## src/design/tdc_pkg.sv

```systemverilog
package tdc_pkg;
  // register port geometry
  localparam int ADDR_W = 5;
  localparam int DATA_W = 16;
  localparam logic [4:0] OFF_CONTROL = 5'h00;
  localparam logic [4:0] OFF_FEEDBACK = 5'h04;
  localparam logic [4:0] OFF_TRACK_ERR = 5'h08;
  localparam logic [4:0] OFF_CRC = 5'h0c;
  localparam logic [4:0] OFF_ASSEMBLY = 5'h10;
  localparam logic [4:0] OFF_COMMAND = 5'h14;
  // control register write fields
  localparam int CTL_CLR_STROBE = 0;
  localparam int CTL_CLR_CRC = 1;
  localparam int CTL_LOOPBACK = 2;
  // feedback register read fields
  localparam int FB_STATUS_LSB = 0;
  localparam int FB_STROBE = 8;
  localparam int FB_WRITE_BIT = 9;
  localparam int FB_CRC_OUT = 10;
  localparam int FB_CARRY = 11;
  // data path widths
  localparam int SHIFT_W = 10;
  localparam int CRC_W = 9;
  localparam int CHAR_W = 9;
  localparam int STATUS_W = 8;
  localparam int CMD_N = 8;
  localparam int BUF_DEPTH = 2;
  // reset values
  localparam logic [7:0] CMD_N_RST = 8'hff;
  localparam logic [9:0] SHIFT_RST = 10'h000;
  localparam logic [8:0] CRC_RST = 9'h000;
  // write data multiplexer sources
  typedef enum logic [1:0] {
    TDC_WSRC_SERIAL = 2'b00,
    TDC_WSRC_CRC = 2'b01,
    TDC_WSRC_ZERO = 2'b10,
    TDC_WSRC_ONE = 2'b11
  } tdc_wsrc_t;
endpackage

```

## src/design/tdc_word_buffer.sv

```systemverilog
module tdc_word_buffer (
  // clock and reset
  input wire logic sys_clk,
  input wire logic reset,
  // filling side
  input wire logic in_valid,
  input wire logic [tdc_pkg::CHAR_W-1:0] in_data,
  output logic in_ready,
  // draining side
  output logic out_valid,
  output logic [tdc_pkg::CHAR_W-1:0] out_data,
  input wire logic out_ready
);
  typedef struct packed {
    logic [tdc_pkg::BUF_DEPTH-1:0][tdc_pkg::CHAR_W-1:0] mem;
    logic [1:0] cnt;
    logic wr_ptr;
    logic rd_ptr;
  } tdc_buf_state_t;

  tdc_buf_state_t st_r;
  tdc_buf_state_t st_nxt;
  logic push;
  logic pop;

  assign in_ready = (st_r.cnt != 2'h2);
  assign out_valid = (st_r.cnt != 2'h0);
  assign out_data = st_r.mem[st_r.rd_ptr];
  assign push = in_valid && in_ready;
  assign pop = out_valid && out_ready;

  always_comb begin
    st_nxt = st_r;
    if (push) begin
      st_nxt.mem[st_r.wr_ptr] = in_data;
      st_nxt.wr_ptr = ~st_r.wr_ptr;
    end
    if (pop) begin
      st_nxt.rd_ptr = ~st_r.rd_ptr;
    end
    if (push && !pop) begin
      st_nxt.cnt = st_r.cnt + 2'h1;
    end else if (pop && !push) begin
      st_nxt.cnt = st_r.cnt - 2'h1;
    end
  end

  always_ff @(posedge sys_clk) begin
    if (reset) begin
      st_r <= '0;
    end else begin
      st_r <= st_nxt;
    end
  end

  buf_no_overrun_a: assert property (@(posedge sys_clk) disable iff (reset)
    st_r.cnt <= 2'h2) else $error("word buffer count beyond depth");
endmodule

```

## src/design/tdc_tape_data_path.sv

```systemverilog
// Summary of operation
// drive status lines shown as feedback bits
// read strobe flag sets on read-clock fall
// only the program clears the read flag
// ten-bit track error ring loads on mark
// invert plus mark flips entering data bit
// track error ring recirculates until cleared
// write mux bit is feedback and crc input
// crc output is track zero, shifts advance
// crc checkword is nine track bits wide
// accumulate only with both crc enables
// crc input is data xor output xor carry
// carry set when exactly one input set
// ten-bit serialiser, first bit from top stage
// extra reassembly shift right-justifies bit zero
// write bit zero wraps to read path
// eight command latches picked by three bits
// set bit high sets latch, line low
// set bit low clears latch, line high
// write-load high shifts write data serially
//
// Added by the designer: the address-and-strobe port and the register offsets.
module tdc_tape_data_path (
  // clock and reset
  input wire logic sys_clk,
  input wire logic reset,
  // register port
  input wire logic [tdc_pkg::ADDR_W-1:0] reg_addr,
  input wire logic [tdc_pkg::DATA_W-1:0] reg_wdata,
  input wire logic reg_wr,
  input wire logic reg_rd,
  output logic [tdc_pkg::DATA_W-1:0] reg_rdata,
  // micro steps and subfunction decodes
  input wire logic error_mark_step,
  input wire logic bit_invert_step,
  input wire logic track_error_clear,
  input wire logic read_shift_step,
  input wire logic crc_shift_pulse,
  input wire logic crc_enable_a,
  input wire logic crc_enable_b,
  input wire logic write_load_step,
  input wire logic write_shift_step,
  input wire logic [1:0] write_source_sel,
  input wire logic command_register_decode,
  input wire logic [2:0] latch_select,
  input wire logic latch_set_clear_bit,
  // host write words
  input wire logic host_word_valid,
  input wire logic [tdc_pkg::CHAR_W-1:0] host_word_data,
  output logic host_word_ready,
  // tape drive side
  input wire logic read_clock,
  input wire logic tape_read_bit,
  input wire logic [tdc_pkg::STATUS_W-1:0] drive_status,
  output logic [tdc_pkg::CMD_N-1:0] drive_command_n,
  // feedback to the micro controller
  output logic read_strobe_feedback,
  output logic write_bit_feedback,
  output logic crc_track_output,
  output logic write_tape_bit_zero
);
  typedef struct packed {
    logic rd_clk_prev;
    logic rds_flag;
    logic [tdc_pkg::SHIFT_W-1:0] track_error_register;
    logic [tdc_pkg::SHIFT_W-1:0] asm_word;
    logic [tdc_pkg::CRC_W-1:0] crc;
    logic carry;
    logic [tdc_pkg::SHIFT_W-1:0] wsr;
    logic [tdc_pkg::CMD_N-1:0] cmd_n;
    logic loopback;
    logic [tdc_pkg::DATA_W-1:0] rdata;
  } tdc_state_t;

  tdc_state_t st_r;
  tdc_state_t st_nxt;

  logic buf_valid;
  logic [tdc_pkg::CHAR_W-1:0] buf_data;
  logic buf_take;
  logic rd_clk_fall;
  logic read_in_bit;
  logic crc_accum;
  logic crc_fb;
  logic ctl_wr;

  function automatic logic [tdc_pkg::DATA_W-1:0] zext10(
    input logic [tdc_pkg::SHIFT_W-1:0] v
  );
    zext10 = {6'h00, v};
  endfunction

  // a stalled write register backs up into the buffer and then the host
  assign buf_take = !write_load_step;

  tdc_word_buffer u_word_buffer (
    .sys_clk(sys_clk),
    .reset(reset),
    .in_valid(host_word_valid),
    .in_data(host_word_data),
    .in_ready(host_word_ready),
    .out_valid(buf_valid),
    .out_data(buf_data),
    .out_ready(buf_take)
  );

  assign rd_clk_fall = st_r.rd_clk_prev && !read_clock;
  assign ctl_wr = reg_wr && (reg_addr == tdc_pkg::OFF_CONTROL);

  // first serial bit is the top stage
  assign write_tape_bit_zero = st_r.wsr[tdc_pkg::SHIFT_W-1];

  // write data multiplexer, high for a one written to tape
  always_comb begin
    unique case (tdc_pkg::tdc_wsrc_t'(write_source_sel))
      tdc_pkg::TDC_WSRC_SERIAL: write_bit_feedback = write_tape_bit_zero;
      tdc_pkg::TDC_WSRC_CRC: write_bit_feedback = crc_track_output;
      tdc_pkg::TDC_WSRC_ZERO: write_bit_feedback = 1'b0;
      tdc_pkg::TDC_WSRC_ONE: write_bit_feedback = 1'b1;
    endcase
  end

  assign crc_track_output = st_r.crc[tdc_pkg::CRC_W-1];
  assign crc_accum = crc_enable_a && crc_enable_b;
  assign crc_fb = write_bit_feedback ^ crc_track_output ^ st_r.carry;

  // wrap source chosen before the inverter so loopback checks correction too
  assign read_in_bit = (st_r.loopback ? write_tape_bit_zero : tape_read_bit)
    ^ (error_mark_step && bit_invert_step);

  assign read_strobe_feedback = st_r.rds_flag;
  assign drive_command_n = st_r.cmd_n;
  assign reg_rdata = st_r.rdata;

  always_comb begin
    st_nxt = st_r;
    st_nxt.rd_clk_prev = read_clock;

    // a fall in the clearing cycle still leaves the flag set
    if (ctl_wr && reg_wdata[tdc_pkg::CTL_CLR_STROBE]) begin
      st_nxt.rds_flag = 1'b0;
    end
    if (rd_clk_fall) begin
      st_nxt.rds_flag = 1'b1;
    end
    if (ctl_wr) begin
      st_nxt.loopback = reg_wdata[tdc_pkg::CTL_LOOPBACK];
    end

    // track error ring follows the read character one track per shift
    if (read_shift_step) begin
      st_nxt.track_error_register = {st_r.track_error_register[tdc_pkg::SHIFT_W-2:0], st_r.track_error_register[tdc_pkg::SHIFT_W-1]};
    end
    if (error_mark_step) begin
      st_nxt.track_error_register[0] = 1'b1;
    end
    if (track_error_clear) begin
      st_nxt.track_error_register = tdc_pkg::SHIFT_RST;
    end

    // reassembly enters at the top; one extra shift parks bit zero at bit 0
    if (read_shift_step) begin
      st_nxt.asm_word = {read_in_bit, st_r.asm_word[tdc_pkg::SHIFT_W-1:1]};
    end

    // checkword: each pulse advances one track, accumulating when enabled
    if (crc_shift_pulse) begin
      if (crc_accum) begin
        st_nxt.crc = {st_r.crc[tdc_pkg::CRC_W-2:0], crc_fb};
        st_nxt.carry = write_bit_feedback ^ crc_track_output;
      end else begin
        st_nxt.crc = {st_r.crc[tdc_pkg::CRC_W-2:0], crc_track_output};
      end
    end
    if (ctl_wr && reg_wdata[tdc_pkg::CTL_CLR_CRC]) begin
      st_nxt.crc = tdc_pkg::CRC_RST;
      st_nxt.carry = 1'b0;
    end

    // lowest order stage stays unused: character sits in the top nine
    if (write_load_step) begin
      if (write_shift_step) begin
        st_nxt.wsr = {st_r.wsr[tdc_pkg::SHIFT_W-2:0], 1'b0};
      end
    end else if (buf_valid) begin
      st_nxt.wsr = {buf_data, 1'b0};
    end

    if (command_register_decode) begin
      st_nxt.cmd_n[latch_select] = ~latch_set_clear_bit;
    end

    st_nxt.rdata = '0;
    if (reg_rd) begin
      unique case (reg_addr)
        tdc_pkg::OFF_CONTROL: begin
          st_nxt.rdata[tdc_pkg::CTL_LOOPBACK] = st_r.loopback;
        end
        tdc_pkg::OFF_FEEDBACK: begin
          st_nxt.rdata[tdc_pkg::STATUS_W-1:0] = drive_status;
          st_nxt.rdata[tdc_pkg::FB_STROBE] = st_r.rds_flag;
          st_nxt.rdata[tdc_pkg::FB_WRITE_BIT] = write_bit_feedback;
          st_nxt.rdata[tdc_pkg::FB_CRC_OUT] = crc_track_output;
          st_nxt.rdata[tdc_pkg::FB_CARRY] = st_r.carry;
        end
        tdc_pkg::OFF_TRACK_ERR: st_nxt.rdata = zext10(st_r.track_error_register);
        tdc_pkg::OFF_CRC: st_nxt.rdata = {7'h00, st_r.crc};
        tdc_pkg::OFF_ASSEMBLY: st_nxt.rdata = zext10(st_r.asm_word);
        tdc_pkg::OFF_COMMAND: st_nxt.rdata = {8'h00, ~st_r.cmd_n};
        default: st_nxt.rdata = '0;
      endcase
    end
  end

  always_ff @(posedge sys_clk) begin
    if (reset) begin
      st_r.rd_clk_prev <= 1'b0;
      st_r.rds_flag <= 1'b0;
      st_r.track_error_register <= tdc_pkg::SHIFT_RST;
      st_r.asm_word <= tdc_pkg::SHIFT_RST;
      st_r.crc <= tdc_pkg::CRC_RST;
      st_r.carry <= 1'b0;
      st_r.wsr <= tdc_pkg::SHIFT_RST;
      st_r.cmd_n <= tdc_pkg::CMD_N_RST;
      st_r.loopback <= 1'b0;
      st_r.rdata <= '0;
    end else begin
      st_r <= st_nxt;
    end
  end

  feedback_status_a: assert property (@(posedge sys_clk) disable iff (reset)
    reg_rd && reg_addr == tdc_pkg::OFF_FEEDBACK
    |=> reg_rdata[7:0] == $past(drive_status))
    else $error("feedback status mismatch");

  strobe_sets_a: assert property (@(posedge sys_clk) disable iff (reset)
    $past(read_clock) && !read_clock |=> read_strobe_feedback)
    else $error("read strobe flag missed fall");

  strobe_holds_a: assert property (@(posedge sys_clk) disable iff (reset)
    read_strobe_feedback && !(reg_wr && reg_addr == tdc_pkg::OFF_CONTROL && reg_wdata[0])
    |=> read_strobe_feedback)
    else $error("read strobe flag lost");

  error_mark_a: assert property (@(posedge sys_clk) disable iff (reset)
    error_mark_step && !track_error_clear |=> st_r.track_error_register[0])
    else $error("track error mark not loaded");

  invert_bit_a: assert property (@(posedge sys_clk) disable iff (reset)
    read_shift_step && error_mark_step && bit_invert_step
    |=> st_r.asm_word[9] != ($past(st_r.loopback) ? $past(write_tape_bit_zero)
      : $past(tape_read_bit)))
    else $error("entering bit not inverted");

  tie_recirc_a: assert property (@(posedge sys_clk) disable iff (reset)
    read_shift_step && !error_mark_step && !track_error_clear
    |=> st_r.track_error_register == {$past(st_r.track_error_register[8:0]), $past(st_r.track_error_register[9])})
    else $error("track error ring not recirculating");

  tie_clear_a: assert property (@(posedge sys_clk) disable iff (reset)
    track_error_clear |=> st_r.track_error_register == 10'h000)
    else $error("track error ring not cleared");

  crc_feed_a: assert property (@(posedge sys_clk) disable iff (reset)
    crc_shift_pulse && crc_accum && !ctl_wr
    |=> st_r.crc[0] == ($past(write_bit_feedback) ^ $past(crc_track_output)
      ^ $past(st_r.carry)))
    else $error("crc feedback wrong");

  crc_carry_a: assert property (@(posedge sys_clk) disable iff (reset)
    crc_shift_pulse && crc_accum && !ctl_wr
    |=> st_r.carry == ($past(write_bit_feedback) != $past(crc_track_output)))
    else $error("crc carry wrong");

  crc_idle_a: assert property (@(posedge sys_clk) disable iff (reset)
    !crc_accum && !ctl_wr |=> st_r.carry == $past(st_r.carry))
    else $error("carry moved without enables");

  crc_advance_a: assert property (@(posedge sys_clk) disable iff (reset)
    crc_shift_pulse && !ctl_wr |=> crc_track_output == $past(st_r.crc[7]))
    else $error("crc output did not advance");

  write_shift_a: assert property (@(posedge sys_clk) disable iff (reset)
    write_load_step && write_shift_step
    |=> write_tape_bit_zero == $past(st_r.wsr[8]) && st_r.wsr[0] == 1'b0)
    else $error("write data not shifted");

  write_load_a: assert property (@(posedge sys_clk) disable iff (reset)
    !write_load_step && buf_valid |=> st_r.wsr == {$past(buf_data), 1'b0})
    else $error("write word not loaded high");

  loopback_a: assert property (@(posedge sys_clk) disable iff (reset)
    read_shift_step && st_r.loopback && !error_mark_step
    |=> st_r.asm_word[9] == $past(write_tape_bit_zero))
    else $error("write bit zero not wrapped");

  cmd_set_a: assert property (@(posedge sys_clk) disable iff (reset)
    command_register_decode && latch_set_clear_bit
    |=> !drive_command_n[$past(latch_select)])
    else $error("command latch not set");

  cmd_clear_a: assert property (@(posedge sys_clk) disable iff (reset)
    command_register_decode && !latch_set_clear_bit
    |=> drive_command_n[$past(latch_select)])
    else $error("command latch not cleared");

  cmd_hold_a: assert property (@(posedge sys_clk) disable iff (reset)
    !command_register_decode |=> $stable(drive_command_n))
    else $error("command latches changed unaddressed");

  strobe_clear_a: assert property (@(posedge sys_clk) disable iff (reset)
    ctl_wr && reg_wdata[tdc_pkg::CTL_CLR_STROBE] && !rd_clk_fall
    |=> !read_strobe_feedback)
    else $error("read strobe flag not cleared");

  strobe_quiet_a: assert property (@(posedge sys_clk) disable iff (reset)
    !read_strobe_feedback && !rd_clk_fall |=> !read_strobe_feedback)
    else $error("read strobe flag set without a fall");

  tie_hold_a: assert property (@(posedge sys_clk) disable iff (reset)
    !read_shift_step && !error_mark_step && !track_error_clear |=> $stable(st_r.track_error_register))
    else $error("track error ring moved while idle");

  asm_shift_a: assert property (@(posedge sys_clk) disable iff (reset)
    read_shift_step |=> st_r.asm_word[8:0] == $past(st_r.asm_word[9:1]))
    else $error("reassembly register not shifted");

  wbit_mux_a: assert property (@(posedge sys_clk) disable iff (reset)
    write_bit_feedback == (write_source_sel == 2'h0 ? write_tape_bit_zero
      : write_source_sel == 2'h1 ? crc_track_output : write_source_sel[0]))
    else $error("write multiplexer output wrong");

  crc_rotate_a: assert property (@(posedge sys_clk) disable iff (reset)
    crc_shift_pulse && !crc_accum && !ctl_wr
    |=> st_r.crc == {$past(st_r.crc[7:0]), $past(st_r.crc[8])})
    else $error("crc accumulated without both enables");

  crc_clear_a: assert property (@(posedge sys_clk) disable iff (reset)
    ctl_wr && reg_wdata[tdc_pkg::CTL_CLR_CRC]
    |=> st_r.crc == tdc_pkg::CRC_RST && !st_r.carry)
    else $error("crc checkword not cleared");

  wsr_hold_a: assert property (@(posedge sys_clk) disable iff (reset)
    write_load_step && !write_shift_step |=> $stable(st_r.wsr))
    else $error("write register moved while stalled");
endmodule

```

## config.mk

```make
export PLATFORM = sky130hd
export DESIGN_NAME = tdc_tape_data_path
export DESIGN_NICKNAME = d
export VERILOG_FILES = /design/src/design/tdc_pkg.sv /design/src/design/tdc_word_buffer.sv /design/src/design/tdc_tape_data_path.sv
export SDC_FILE = /design/constraint.sdc
export NUM_CORES = 1
export LEC_CHECK = 0
export ABC_AREA = 1
export BUFFER_PORTS_ARGS = -buffer_cell sky130_fd_sc_hd__buf_2
export CAP_MARGIN = 20
export CORE_MARGIN = 1
export CORE_UTILIZATION = 34
export CTS_CLUSTER_DIAMETER = 200
export DETAILED_ROUTE_END_ITERATION = 8
export GPL_ROUTABILITY_DRIVEN = 0
export SYNTH_ARGS = -nofsm -noshare
export SYNTH_HDL_FRONTEND = slang
export SYNTH_SLANG_ARGS = --single-unit
```

## constraint.sdc

```tcl
create_clock -name sys_clk -period 1.46 [get_ports sys_clk]
set_input_delay 0.146 -clock sys_clk [delete_from_list [all_inputs] [get_ports sys_clk]]
set_output_delay 0.146 -clock sys_clk [all_outputs]
set_load 0.005 [all_outputs]
```

==> flow_summary_export.csv, run 1 <==
group,metric,value,unit
layout,mostFrequentLayoutCell,"dfxtp_1",
detailed_routing,routed_via_density,4.741,
yosys,synthesis.area,3804,um^2
yosys,async_flop_share,0,
yosys,synth-main-ff-cell,"dfxtp_1",
yosys,synth.yosys.seq_area_share,0.4421,
layout,drive_above_1_share,0.2273,
floorplanning,dieArea,11610,um^2
floorplanning,core,10890,um^2
placed_design,place_area,4277,um^2
layout,multi_input_area,1634,um^2
yosys,synth_edf_count,0,
status,status,"completed",
layout,antennaDiodeCount,0,
power_and_ir_drop,switching_power,1678,uW
power_and_ir_drop,ir_drop,802.1,uV
floorplanning,start_util,0.3493,
placed_design,post-dp-hpwl,6744,um
run,max_cap_violations,0,
clock_tree,clkSinkCount,84,
clock_tree,path_clk_slew,0.08,ns
clock_tree,cts-root-buf,"clkbuf_8",
detailed_routing,drc_errors,0,
clock_tree,cts_buffer_depth,2,
timing,fin_hold_ws,0.02944,ns
timing,min_period,1.388,ns
global_routing,grt_pass1_wl,15100,um
timing,worst_slew_pin_slew,0.5535,ns
clock_tree,clock_latency,0.37,ns
setup_path,cp_max_fo,6,
setup_path,max_stage_delay,0.36,ns
yosys,ys_warn_count,0,
layout,areaGrowthSynthToFinish,19.14,%
yosys,avgSynthCellArea,7.301,um^2
detailed_routing,routedWlPerCell,12.62,um
power_and_ir_drop,p_seq_frac,0.466,
worst_hold_path,hold_path_class,"primary input to flip-flop",
layout,instances_no_fill,734,
setup_path,critPathArrivalTime,1.24,ns
clock_tree,tritoncts,"yes",
power_and_ir_drop,switching_share,0.2944,
detailed_routing,firstDrtPassIters,4,
layout,fin_util,0.4162,
power_and_ir_drop,p_leak,0.001845,uW
timing,finalClockSkew,0.01161,ns
detailed_routing,num_vias,3480,
floorplanning,die_h,107.8,um
layout,num-nets-final,652,
clock_tree,cts_htree_levels,3,
clock_tree,numCtsBuffers,9,
setup_path,path_cells,"o21ai_0, nand2_1, buf_2",
yosys,synthCells,521,
yosys,yosysUniqueCellTypes,31,
setup_path,cp-end-kind,"output pin",
power_and_ir_drop,clkPwrFrac,0.312,
timing,slew_headroom,0.6296,
detailed_routing,ant_nets,0,
timing,drv_slew,0,
power_and_ir_drop,p_int,4022,uW
timing,rsz0062_at_grt,"no",
layout,fillerInstances,1111,
layout,layout_common_cells,"81 x dfxtp_1, 75 x nand2_1, 72 x buf_2",
layout,seq_area,1685,um^2
global_routing,antenna_found_initial,0,
global_routing,gr-total-overflow,0,
detailed_routing,totalWireLength,9262,um
layout,final_cell_area,4532,um^2
placed_design,place_inst,717,
timing,min_period_over_period,0.9509,
placed_design,port_buffers,72,
timing,hold_viol,0,
yosys,synth_seq_cells,84,
setup_path,crit_family,"flip-flops",
floorplanning,num_rows,38,
setup_path,critical_path_class,"flip-flop to output pin",
global_routing,gr-usage-all-layers,0.1705,
timing,setup_viol,0,
detailed_routing,dr.first_iter.drc_count,134,
global_routing,grt_pass1_vias,3211,
power_and_ir_drop,cellPowerDensity,1258,nW/um^2
global_routing,grt_max_degree,29,
setup_path,crit_buf_inv,1,
floorplanning,chipWidth,107.8,um
setup_path,cp-start-kind,"flip-flop",
setup_path,required,1.31,ns
timing,max_freq,720.3,MHz
setup_path,cpMaxStageDelayCell,"dfxtp_1",
floorplanning,ios,90,
power_and_ir_drop,p_comb_frac,0.222,
## cells by family after synthesis
kind of cell / after synthesis / share of synthesized area
flip-flops: 84 / 0.4421
XOR/XNOR: 2 / 0.004606
other: 1 / 0.0009859
AO/OA/AOI/OAI: 154 / 0.2220
adder cells (fa/ha/maj): 1 / 0.003289
AND/OR/NAND/NOR: 172 / 0.1895
buffers and inverters: 107 / 0.1375
## Yosys cell counts (2+ instances only)
master    count  area [um^2]
buf_2         4        20.02
nand3_2       2        20.02
nand4_1       3        18.77
buf_4        27        202.7
nand3_1      19        95.09
nor3_1        6        30.03
inv_2         4        15.01
clkbuf_1     11        41.29
buf_6         2        22.52
o22ai_1       9        56.30
a21oi_1      62        310.3
nand2_1      77        289.0
nor2_1       60        225.2
inv_1        58        217.7
dfxtp_1      84         1682
nor2_2        2        12.51
o21ai_0      68        340.3
a21oi_4       2        32.53
a211oi_1      9        67.56
## layout make-up
| cell class | count | area share |
|---|---|---|
| tap | 140 | 0.03865 |
| clock buffer | 10 | 0.02816 |
| timing repair buffer | 99 | 0.1303 |
| sequential | 84 | 0.3719 |
| multi-input combinational | 333 | 0.3606 |
| clock inverter | 5 | 0.01712 |
| inverter | 63 | 0.05329 |
## stage by stage
step	total power [uW]	setup TNS (ns)	setup slack, ns
final	5699	0	0.07171
after global routing	6049	0	0.01016
after CTS	5667	0	0.002188
after detailed placement	3862	-0.03845	-0.03845
after global placement	3827	0	0.03967
after floorplan	3443	0	0.005834
## metal layers
| metal | track usage | vias to the layer above | wire length (um) |
|---|---|---|---|
| met5 | 0 | - | 0 |
| met4 | 0.05088 | 0 | 119 |
| met3 | 0.05569 | 11 | 469 |
| met2 | 0.2871 | 91 | 4451 |
| met1 | 0.2051 | 1567 | 4223 |
| li1 | - | 1811 | - |
## final timing paths
path,from,to,slack [ns],depth (start not counted)
min,drive_status[6],reg_rdata[6],0.03,3
max,crc_track_output,write_bit_feedback,0.07,3
min reg2reg,u_word_buffer.st_r[4],u_word_buffer.st_r[4],0.45,2
max reg2reg,u_word_buffer.st_r[3],u_word_buffer.st_r[3],0.11,8
## flip-flops by register name, summed over array words and instances, names as in the netlist
register,count
crc_track_output,1
drive_command_n,8
read_strobe_feedback,1
reg_rdata,12
st_r,39
u_word_buffer.st_r,22
write_tape_bit_zero,1
## worst reg2reg max path, stage by stage, from the launching register on
cell	delay [ns]
dfxtp_2	0.35
inv_2	0.06
a21oi_4	0.15
inv_1	0.09
ha_4	0.22
a21oi_2	0.10
o21ai_1	0.08
o21ai_1	0.14
a21oi_1	0.05
## power groups by stage
stage	logic (uW)	clock network, uW	registers (uW)
after floorplan	798	0	2640
after global placement	1140	0	2680
after detailed placement	1170	0	2690
after CTS	1180	1850	2640
after global routing	1440	1930	2680
final	1260	1780	2660
## timing repair
action / in CTS / in global routing
endpoints found under the setup margin: 1 / 12
pin swaps: 0 / 2
hold buffers: 1 / 0
endpoints found under the hold margin: 1 / 0
resized for setup: 2 / 11
buffers inserted: 0 / 1
No activity file was read; power rests on OpenSTA's default activity.
==> run 2, diff against run 1 <==
==> constraint.sdc (replaced) <==
create_clock -name sys_clk -period 1.3 [get_ports sys_clk]
set_input_delay 0.13 -clock sys_clk [delete_from_list [all_inputs] [get_ports sys_clk]]
set_output_delay 0.13 -clock sys_clk [all_outputs]
set_load 0.005 [all_outputs]
==> flow_summary_export.csv, run 2 (same netlist as run 1, synthesis figures left out) <==
group,metric,value,unit
status,status,"completed",
global_routing,antenna_found_initial,0,
setup_path,path_cells,"buf_4, nand2_4, nand2_4, inv_4, ha_4, a21oi_2, o21ai_1, o21ai_1, a21oi_1",
clock_tree,cts_htree_levels,3,
global_routing,grt_pass1_wl,15430,um
detailed_routing,totalWireLength,9276,um
layout,num-nets-final,658,
setup_path,cpMaxStageDelayCell,"dfxtp_2",
floorplanning,num_rows,38,
layout,areaGrowthSynthToFinish,22.47,%
setup_path,required,1.55,ns
detailed_routing,drc_errors,0,
layout,drive_above_1_share,0.2496,
layout,antennaDiodeCount,0,
clock_tree,cts-root-buf,"clkbuf_8",
setup_path,crit_family,"compound AO/OA/AOI/OAI gates",
timing,fin_setup_tns,0,ns
timing,drv_slew,0,
worst_hold_path,hold_path_class,"primary input to flip-flop",
placed_design,pre_cts_ws,-0.09316,ns
detailed_routing,dr.first_iter.drc_count,134,
power_and_ir_drop,p_leak,0.001893,uW
setup_path,cp-start-kind,"flip-flop",
placed_design,port_buffers,72,
floorplanning,ios,90,
global_routing,grt_max_degree,24,
clock_tree,path_clk_slew,0.09,ns
floorplanning,die_h,107.8,um
placed_design,post-dp-hpwl,6819,um
power_and_ir_drop,ir_drop,857.5,uV
layout,final_cell_area,4658,um^2
setup_path,critical_path_class,"flip-flop to flip-flop",
timing,min_period,1.299,ns
detailed_routing,ant_nets,0,
timing,rsz0062_at_grt,"yes",
clock_tree,cts_buffer_depth,2,
setup_path,cp_max_fo,3,
setup_path,critPathArrivalTime,1.55,ns
detailed_routing,routedWlPerCell,12.52,um
setup_path,max_stage_delay,0.34,ns
power_and_ir_drop,cellPowerDensity,1446,nW/um^2
floorplanning,core,10890,um^2
layout,largest_register_ffs,39,
floorplanning,chipWidth,107.8,um
layout,instances_no_fill,741,
layout,mostFrequentLayoutCell,"dfxtp_1",
clock_tree,clock_latency,0.36,ns
clock_tree,clkSinkCount,84,
placed_design,place_area,4298,um^2
timing,finalClockSkew,0.009361,ns
global_routing,gr-total-overflow,0,
global_routing,grt_pass1_vias,3311,
timing,hold_viol,0,
timing,setup_viol,0,
floorplanning,start_util,0.3493,
layout,fillerInstances,1111,
timing,fin_hold_ws,0.01297,ns
detailed_routing,routed_via_density,4.746,
setup_path,crit_buf_inv,2,
detailed_routing,num_vias,3517,
global_routing,gr-usage-all-layers,0.1721,
clock_tree,numCtsBuffers,9,
floorplanning,dieArea,11610,um^2
timing,max_freq,769.6,MHz
clock_tree,tritoncts,"yes",
layout,layout_common_cells,"80 x dfxtp_1, 74 x nand2_1, 72 x buf_2",
run,max_cap_violations,0,
setup_path,cp-end-kind,"flip-flop",
placed_design,place_inst,717,
detailed_routing,firstDrtPassIters,4,
layout,top_register,"st_r",
timing,fin_ws,0.0006842,ns
timing,min_period_over_period,0.9995,
==> run 2: cell count changes in the layout (fill, tap and decap cells not counted), sizes merged <==
cell | previous run | this run
clkbuf | 10 | 9
dlygate4sd3 | 1 | 2
inv | 62 | 64
buf | 98 | 103
==> run 2: through the flow <==
stage | util | power [uW]
after floorplan | - | 3924
after global placement | 0.3947 | 4396
after detailed placement | 0.3947 | 4437
after CTS | 0.4232 | 6719
after global routing | 0.4278 | 7145
final | 0.4278 | 6734
==> run 2: area by class of cell <==
| cell class | count | area [um^2] | area share |
|---|---|---|---|
| clock buffer | 9 | 123.9 | 0.02659 |
| clock inverter | 7 | 110.1 | 0.02364 |
| inverter | 63 | 241.5 | 0.05184 |
| multi-input combinational | 333 | 1670 | 0.3586 |
| sequential | 84 | 1687 | 0.3621 |
| tap | 140 | 175.2 | 0.03760 |
| timing repair buffer | 105 | 650.6 | 0.1397 |
==> run 2: what timing repair did <==
item	in CTS	in global routing
hold buffers	2	0
hold endpoints to repair	2	0
setup endpoints to repair	10	22
resized for setup	7	13
pin swaps	4	3
setup buffers	3	3
==> run 2: worst paths after layout <==
path	end	cells past startpoint	slack [ns]	from
min	st_r[66]	3	0.01	read_clock
min reg2reg	u_word_buffer.st_r[20]	2	0.45	u_word_buffer.st_r[20]
max	u_word_buffer.st_r[3]	9	0.0007	u_word_buffer.st_r[3]
max reg2reg	u_word_buffer.st_r[3]	9	0.0007	u_word_buffer.st_r[3]
==> run 2: tightest hold or removal path, stage by stage <==
cell and delay (ns):
buf_2 0.09, inv_1 0.05, nor2_1 0.07
==> run 2: metal layers <==
layer	share of wire	routed length, um	track usage	up-vias
met4	0.016	152	0.05675	0
met5	0	0	0	-
met2	0.51	4744	0.2995	90
met1	0.43	3986	0.2060	1585
met3	0.042	393	0.04177	14
li1	-	-	-	1828
==> run 2: where the power goes <==
group	switching (uW)	internal (uW)	total [uW]	leakage (uW)
Clock	1020	1110	2130	0.000113
Combinational	888	753	1640	0.00109
Sequential	135	2830	2960	0.000688
